==> config.mk <==
export PLATFORM = sky130hd
export DESIGN_NAME = pll_divider_chain
export DESIGN_NICKNAME = d
export VERILOG_FILES = /design/src/pll_div_pkg.sv /design/src/stage_if.sv /design/src/div_stage.sv /design/src/pll_divider_chain.sv
export SDC_FILE = /design/constraint.sdc
export NUM_CORES = 1
export LEC_CHECK = 0
export BUFFER_PORTS_ARGS = -buffer_cell sky130_fd_sc_hd__buf_2
export CAP_MARGIN = 20
export CORE_ASPECT_RATIO = 1.2
export CORE_MARGIN = 2
export CORE_UTILIZATION = 50
export CTS_CLUSTER_DIAMETER = 200
export DETAILED_ROUTE_END_ITERATION = 12
export PLACE_DENSITY = 0.82
export REMOVE_ABC_BUFFERS = 1
export SYNTH_ARGS = -nofsm -noshare
export SYNTH_HDL_FRONTEND = slang
export SYNTH_SLANG_ARGS = --single-unit
==> constraint.sdc <==
create_clock -name clk -period 2.5 [get_ports clk]
set_input_delay 0.25 -clock clk [delete_from_list [all_inputs] [get_ports clk]]
set_output_delay 0.25 -clock clk [all_outputs]
set_load 0.02 [all_outputs]
==> src/pll_div_pkg.sv <==
package pll_div_pkg;
    // Fixed reference divide: 1 MHz down to 1 kHz, toggled every half period
    localparam int unsigned REF_RATIO  = 1000;
    localparam logic [9:0]  REF_HALF   = 10'h1f4;
    localparam logic [9:0]  REF_CNT_RST = 10'h000;
    // Local oscillator divide by ten, toggled every five input edges
    localparam int unsigned LO_RATIO   = 10;
    localparam logic [2:0]  LO_HALF    = 3'h5;
    localparam logic [2:0]  LO_CNT_RST = 3'h0;
    // Feedback chain shape: three 4-bit down counters and one final flop
    localparam int unsigned STAGE_W    = 4;
    localparam int unsigned NSTAGE     = 3;
    localparam int unsigned FB_W       = 13;
    localparam int unsigned FB_RATIO   = 5550;
    // Chain divides by preset plus two (reload edge and hold edge)
    localparam logic [12:0] FB_PRESET  = 13'h15ac;
    localparam logic [3:0]  STAGE_RST  = 4'h0;
endpackage : pll_div_pkg

==> src/stage_if.sv <==
`timescale 1ns/1ps
interface stage_if #(parameter int unsigned W = pll_div_pkg::STAGE_W);
    logic         step;
    logic         load;
    logic [W-1:0] preset;
    logic [W-1:0] value;
    logic         carry;
    modport stage (input step, input load, input preset, output value, output carry);
    modport ctrl  (output step, output load, output preset, input value, input carry);
endinterface : stage_if

==> src/div_stage.sv <==
`timescale 1ns/1ps
module div_stage #(
    parameter int unsigned W = pll_div_pkg::STAGE_W
) (
    input  wire logic clk,
    input  wire logic rst_n,
    stage_if.stage    port_if
);
    typedef struct packed {
        logic [W-1:0] value;
    } stage_state_t;

    stage_state_t st_ff;
    stage_state_t nxt_st;

    // Load from preset pins, else count down on each step
    always_comb
    begin
        nxt_st = st_ff;
        if (port_if.load)
        begin
            nxt_st.value = port_if.preset;
        end
        else if (port_if.step)
        begin
            nxt_st.value = W'(st_ff.value - 1'b1);
        end
    end

    always_ff @(posedge clk)
    begin
        if (!rst_n)
        begin
            st_ff <= '0;
        end
        else
        begin
            st_ff <= nxt_st;
        end
    end

    // Carry marks the stage at zero
    assign port_if.value = st_ff.value;
    assign port_if.carry = (st_ff.value == '0);
endmodule : div_stage

==> src/pll_divider_chain.sv <==
`timescale 1ns/1ps
module pll_divider_chain #(
    parameter int unsigned STAGE_W = pll_div_pkg::STAGE_W,
    parameter int unsigned NSTAGE  = pll_div_pkg::NSTAGE
) (
    input  wire logic                            clk,
    input  wire logic                            rst_n,
    input  wire logic                            ref_in,
    input  wire logic                            vco_in,
    input  wire logic [NSTAGE*STAGE_W:0]         fb_preset,
    output logic                                 ref_div_out,
    output logic                                 fb_div_out,
    output logic                                 lo_out
);
    typedef struct packed {
        logic       ref_prev;
        logic       vco_prev;
        logic [9:0] ref_cnt;
        logic       ref_out;
        logic [2:0] lo_cnt;
        logic       lo_out;
        logic       msb;
        logic       reload;
    } top_state_t;

    top_state_t                st_ff;
    top_state_t                nxt_st;
    logic                      ref_rise;
    logic                      vco_rise;
    logic                      decode;
    logic                      step_base;
    logic [NSTAGE-1:0]         step_vec;
    logic [NSTAGE-1:0]         carry_vec;
    logic [NSTAGE*STAGE_W-1:0] count_vec;

    // Rising edges of the two square waves
    assign ref_rise = ref_in && !st_ff.ref_prev;
    assign vco_rise = vco_in && !st_ff.vco_prev;

    assign decode = (&carry_vec) && !st_ff.msb;

    // no step while decoding or reloading
    assign step_base = vco_rise && !st_ff.reload && !decode;

    // Down counter stages chained by borrow
    genvar g;
    generate
        for (g = 0; g < NSTAGE; g++)
        begin : gen_stage
            stage_if #(.W(STAGE_W)) sif ();
            if (g == 0)
            begin : gen_first
                // first stage steps at VCO rate
                assign step_vec[g] = step_base;
            end
            else
            begin : gen_next
                assign step_vec[g] = step_vec[g-1] && carry_vec[g-1];
            end
            assign sif.step   = step_vec[g];
            assign sif.load   = vco_rise && st_ff.reload;
            assign sif.preset = fb_preset[g*STAGE_W +: STAGE_W];
            assign carry_vec[g] = sif.carry;
            // Stage counts gathered for the chain checks
            assign count_vec[g*STAGE_W +: STAGE_W] = sif.value;
            div_stage #(.W(STAGE_W)) u_stage (
                .clk     (clk),
                .rst_n   (rst_n),
                .port_if (sif)
            );
        end
    endgenerate

    // Next state of dividers and reload flop
    always_comb
    begin
        nxt_st = st_ff;
        nxt_st.ref_prev = ref_in;
        nxt_st.vco_prev = vco_in;
        if (ref_rise)
        begin
            if (st_ff.ref_cnt == pll_div_pkg::REF_HALF - 10'h001)
            begin
                nxt_st.ref_cnt = pll_div_pkg::REF_CNT_RST;
                nxt_st.ref_out = !st_ff.ref_out;
            end
            else
            begin
                nxt_st.ref_cnt = st_ff.ref_cnt + 10'h001;
            end
        end
        if (vco_rise)
        begin
            if (st_ff.lo_cnt == pll_div_pkg::LO_HALF - 3'h1)
            begin
                nxt_st.lo_cnt = pll_div_pkg::LO_CNT_RST;
                nxt_st.lo_out = !st_ff.lo_out;
            end
            else
            begin
                nxt_st.lo_cnt = st_ff.lo_cnt + 3'h1;
            end
        end
        if (step_vec[NSTAGE-1] && carry_vec[NSTAGE-1])
        begin
            nxt_st.msb = !st_ff.msb;
        end
        // reload sequence sets the period to fb_preset plus two
        if (vco_rise)
        begin
            if (st_ff.reload)
            begin
                nxt_st.reload = 1'b0;
                nxt_st.msb    = fb_preset[NSTAGE*STAGE_W];
            end
            else if (decode)
            begin
                nxt_st.reload = 1'b1;
            end
        end
    end

    always_ff @(posedge clk)
    begin
        if (!rst_n)
        begin
            st_ff <= '0;
        end
        else
        begin
            st_ff <= nxt_st;
        end
    end

    assign ref_div_out = st_ff.ref_out;
    assign fb_div_out  = st_ff.msb;
    assign lo_out      = st_ff.lo_out;
endmodule : pll_divider_chain

# Yosys cells after proc, flatten, opt, wreduce, memory -nomap -nowiden
# Index checks and enable logic that the tools add are counted.
# word_totals
reg_bits	31
inputBits	17
output_inout_bits	3
elab_cells	56
# op_classes
addsub	5
eq_ne	2
n_mux	13
n_reduce_logical	25
# ops
cell	n
$mux 4	6
$logic_not 4->1	3
$sub 4x1->4 const B	3
$add 10x1->10 const B	1
$eq 10x9->1 const B	1
$mux 10	1
$logic_and 1x1->1	9
$logic_not 1->1	7
$reduce_bool 2->1	3
$mux 1	4
$reduce_and 2->1	2
$add 3x1->3 const B	1
$eq 3x3->1 const B	1
$mux 3	1
$reduce_and 3->1	1
$mux 2	1

# Logic depth before layout (Yosys ltp)
# depth
word_depth	11
ltp_mapped	7
ltp_nobuf	6

# By module
# Synthesis repeated with hierarchy kept, for this count alone.
# unflattened
cells_unflattened	177
hier_area_um2	1589.0
# by_module_without_submodules
module	instances	cells_per_inst	area_each_um2	seq_area_each_um2
pll_divider_chain	1	102	920.9	380.4
div_stage	3	25	222.7	80.1

# Worst setup path after synthesis
# Ideal clock, no wire load.
# synth_timing
path_kind	register -> register
start	register gen_stage[0].u_stage.st_ff (netlist bit gen_stage[0].u_stage.port_if.value[0])
end	register gen_stage[2].u_stage.st_ff (netlist bit gen_stage[2].u_stage.port_if.value[3])
setup_time_ns	0.074
t_arrival_ns	2.135
required_ns	2.426
path_slack_ns	0.290
path_stages_with_launch	8
path_buffers	1
period_less_slack_ns	2.210
path_cell_list	dfxtp_1 -> inv_1 -> ha_1 -> or4b_4 -> or4_1 -> buf_2 -> or3_1 -> a31oi_1
# synth_between
elab_chain_len	8
# synth_lines
element	line_no	text
start: declaration	div_stage.sv:13	stage_state_t st_ff;
start signal: assignment	div_stage.sv:38	st_ff <= nxt_st;
$logic_not 4->1 (*)	div_stage.sv:44	assign port_if.carry = (st_ff.value == '0);
$reduce_and 3->1	pll_divider_chain.sv:40	assign decode = (&carry_vec) && !st_ff.msb;
$logic_and 1x1->1	pll_divider_chain.sv:40	
$logic_not 1->1	pll_divider_chain.sv:43	assign step_base = vco_rise && !st_ff.reload && !decode;
$logic_and 1x1->1	pll_divider_chain.sv:43	
$logic_and 1x1->1 (*) (2 in a row)	pll_divider_chain.sv:58	assign step_vec[g] = step_vec[g-1] && carry_vec[g-1];
$reduce_bool 2->1 (no line) (*)	-	
end signal: assignment	div_stage.sv:38	
end: declaration	div_stage.sv:13	
# Mark *: on every way between the ends. The rest lies on a longest branch, timed or not.
# A chain may end at the register's enable or synchronous reset.

# Worst setup path after layout
# Same ends and word-level chain as after synthesis.

==> Implementation_results.wiki <==
{| class="wikitable"
! Metric !! Value
|-
| First-iteration detailed-routing DRC count || 19
|-
| Width of the chip || 56.0 um
|-
| Type of the worst min-delay path || in2reg
|-
| Critical path endpoint category || flip-flop
|-
| Commonest cells in the netlist || sky130_fd_sc_hd__dfxtp_1, sky130_fd_sc_hd__nand2_1, sky130_fd_sc_hd__o21ai_0
|-
| Hold Path Stages || 3
|-
| Path type of the worst setup path || reg2reg
|-
| Power Density || 985 nW/um2
|-
| Clk sink count || 31
|-
| Clock Tree Buf Depth || 2
|-
| Setup Fix Bufs, Post-CTS || 0
|-
| Number of I/O port buffers || 19
|-
| Post-cts repair resize count || 0
|-
| RSZ-0062 raised after global routing || no
|-
| Biggest area consumer among synthesized cells || sky130_fd_sc_hd__dfxtp_1
|-
| Hold bufs inserted after CTS || 0
|-
| Pin count of the biggest net entering global routing || 30
|-
| Instance area after placement || 1750 um2
|-
| Total setup violations reported at the end of the flow || 0
|-
| Required time of the critical path || 2770 ps
|-
| Layout cells sized above 1 || 16.0%
|-
| Signed area change from the synthesized netlist to the final layout || 11.1%
|-
| Sum Neg Setup Slack || 0 ps
|-
| Global placer's final weighted congestion || 0.754
|-
| Placed instance count || 240
|-
| Global router's overall resource usage || 17.9%
|-
| Worst reg2reg path depth || 6
|-
| Mean area per synthesized cell || 8.54 um2
|-
| Max-slew violation count || 0
|-
| Post-synth ARST share || 0%
|-
| Initial Util || 52.6%
|-
| Total vias in the final route || 1,374
|-
| # rows || 22
|-
| Critical-path maximum fanout || 8
|-
| Clock period minus worst slack || 2360 ps
|-
| Peak supply drop || 0.672 mV
|-
| Filler cell count || 318
|-
| Root buffer cell || sky130_fd_sc_hd__clkbuf_4
|-
| Total power || 1780 uW
|-
| Top FF cell, synth || sky130_fd_sc_hd__dfxtp_1
|-
| Post-DP HPWL || 2060 um
|-
| Data arrival, critical path || 2630 ps
|-
| Wirelength, routed || 2950 um
|-
| CP max-delay cell || sky130_fd_sc_hd__or4_1
|-
| Slowest cell delay on critical path || 670 ps
|-
| Via count of the first global-routing pass || 1,247
|-
| Worst slew slack as a fraction of its limit || 58.9%
|-
| Maximum operating frequency || 0.424 GHz
|-
| Gate Count Post-Synth || 190
|-
| Cell-by-cell trace of the critical path || inv_1 > ha_1 > or4b_4 > or4_1 > or3_1 > a31oi_1
|-
| Die Ht || 66.4 um
|-
| Most area-consuming cells after synthesis || sky130_fd_sc_hd__dfxtp_1, sky130_fd_sc_hd__ha_1, sky130_fd_sc_hd__xnor2_1
|-
| Number of distinct library cell variants in the gate-level netlist after synthesis || 44
|-
| Clock transition at the registers of the reported paths || 100 ps
|-
| First-pass GRT wire length || 5150 um
|-
| Most repeated cell in the gate-level netlist after synthesis || sky130_fd_sc_hd__dfxtp_1
|-
| Core footprint || 3080 um2
|-
| Number of max-cap violations || 0
|-
| Total Die Area || 3720 um2
|-
| Average wire length per cell after detail routing || 11.9 um
|-
| Final Hold Vio Count || 0
|-
| Fraction of the yosys area taken by sequential cells || 38.2%
|-
| Worst Max-Slew Pin Slew || 609 ps
|-
| Clock latency at the later pin of the worst-skew pair || 330 ps
|-
| I/O Pins || 20
|-
| Detail-routed via count per cell || 5.54
|-
| Worst hold-check slack || 159 ps
|-
| Net count reported at finish || 237
|-
| Static Leakage || 0.000718 uW
|-
| Share of the clock period used by the worst path || 94.3%
|-
| Syn Std Cell Area || 1620 um2
|-
| EDFF count, synth || 0
|-
| YS warnings || 0
|-
| Number of antenna violations at the first check in global routing || 0
|-
| Non-filler instance count after layout || 248
|-
| First-pass iteration count of the detailed router || 4
|-
| Kind of launch point of the worst setup path || flip-flop
|-
| Number of buffers added by the clock tree synthesis step || 5
|-
| Total congestion overflow || 0
|-
| Final Cell Area || 1800 um2
|-
| Remaining antenna violation count || 0
|-
| Synthesized flop and latch total || 31
|-
| Area fraction of the dominant cell type after synthesis || 38.2%
|-
| Residual DRC || 0
|-
| TritonCTS clock tree || done
|-
| Antenna diodes || 0
|-
| Result of the run || finished clean
|-
| Maximum clock skew at final layout || 3.99 ps
|-
| Total number of H-tree levels || 2
|}
[worst max-delay path: cells and delay by family (launching register included)]
| kind | cells | cell delay, ps |
|---|---|---|
| fa+ha+maj | 1 | 170 |
| flops | 1 | 330 |
| simple gates | 3 | 1550 |
| compound gates | 1 | 150 |
| buf+inv | 1 | 100 |
[sequential cells by signal, indices dropped and copies added, names as in the netlist]
signal,count
st_ff,16
gen_stage.u_stage.port_if.value,12
fb_div_out,1
lo_out,1
ref_div_out,1
[worst paths after layout]
path | startpoint | end | slack, ps
worst max-delay path | gen_stage[0].u_stage.port_if.value[0]$_SDFFE_PN0P_ | gen_stage[2].u_stage.port_if.value[3]$_SDFFE_PN0P_ | 140
worst min register to register | st_ff[4]$_SDFFE_PN0N_ | st_ff[4]$_SDFFE_PN0N_ | 490
worst max register to register | gen_stage[0].u_stage.port_if.value[0]$_SDFFE_PN0P_ | gen_stage[2].u_stage.port_if.value[3]$_SDFFE_PN0P_ | 140
worst min-delay path | fb_preset[12] | fb_div_out$_SDFF_PN0_ | 160
[power by group]
group	switching (uW)	leakage (uW)	internal [uW]
Clock	177	0.0000347	104
Combinational	411	0.000431	402
Sequential	83.7	0.000252	597
Total	673	0.000718	1100
[cells by family (layout without fill, tap and decap cells)]
group,Yosys count,count (layout),synth area share [%]
AND/OR/NAND/NOR,78,78,27.1
multiplexers,1,1,0.617
adder cells (fa/ha/maj),9,9,6.94
AO/OA/AOI/OAI,38,38,14.6
flip-flops,31,31,38.2
buffers and inverters,19,41,4.93
XOR/XNOR,14,14,7.56
[metrics by stage]
stage / utilization (%) / setup slack, ps
after detailed placement: 56.8 / 153
final: 58.5 / 142
after global routing: 58.5 / 20.5
after CTS: 58.5 / 155
after global placement: 56.8 / 197
after floorplan: - / 285
[final cells by class]
cell class / count / area, um2 / share of cell area (%)
Tap cell: 36 / 45.0 / 2.50
Inverter: 10 / 37.5 / 2.08
Multi-Input combinational cell: 140 / 922 / 51.1
Sequential cell: 31 / 621 / 34.4
Timing Repair Buffer: 23 / 125 / 6.94
Clock buffer: 5 / 37.5 / 2.08
Clock inverter: 3 / 15.0 / 0.833
[cells in the final DEF (no fill, tap or decap), types with 2 or more instances in the layout]
| master | count |
|---|---|
| sky130_fd_sc_hd__a31oi_1 | 3 |
| sky130_fd_sc_hd__inv_1 | 10 |
| sky130_fd_sc_hd__clkinv_2 | 3 |
| sky130_fd_sc_hd__nand3b_1 | 4 |
| sky130_fd_sc_hd__buf_4 | 4 |
| sky130_fd_sc_hd__nor2_1 | 13 |
| sky130_fd_sc_hd__nor4b_1 | 2 |
| sky130_fd_sc_hd__and3_1 | 2 |
| sky130_fd_sc_hd__nor2b_1 | 4 |
| sky130_fd_sc_hd__xnor2_1 | 9 |
| sky130_fd_sc_hd__nand4_1 | 3 |
| sky130_fd_sc_hd__dfxtp_1 | 31 |
| sky130_fd_sc_hd__o221ai_1 | 2 |
| sky130_fd_sc_hd__and2_1 | 6 |
| sky130_fd_sc_hd__buf_2 | 19 |
| sky130_fd_sc_hd__nor3_1 | 5 |
| sky130_fd_sc_hd__a211oi_1 | 2 |
| sky130_fd_sc_hd__ha_1 | 9 |
| sky130_fd_sc_hd__clkbuf_4 | 5 |
| sky130_fd_sc_hd__o21ai_0 | 15 |
| sky130_fd_sc_hd__nand2_1 | 16 |
| sky130_fd_sc_hd__or3_1 | 5 |
| sky130_fd_sc_hd__a21oi_1 | 6 |
| sky130_fd_sc_hd__nand4b_1 | 2 |
| sky130_fd_sc_hd__xor2_1 | 5 |
| sky130_fd_sc_hd__a21boi_0 | 2 |
| sky130_fd_sc_hd__nand3_1 | 7 |
[routing by layer]
| metal | share of wire (%) | wire length (um) | GRT usage, % | vias up |
|---|---|---|---|---|
| met4 | 2.1 | 61 | 8.04 | 0 |
| met3 | 3.5 | 103 | 5.28 | 5 |
| met2 | 49 | 1450 | 31.5 | 23 |
| li1 | - | - | - | 717 |
| met1 | 45 | 1340 | 19.9 | 629 |
| met5 | 0 | 0 | 0 | - |
Power figures use the tool's default switching activity.
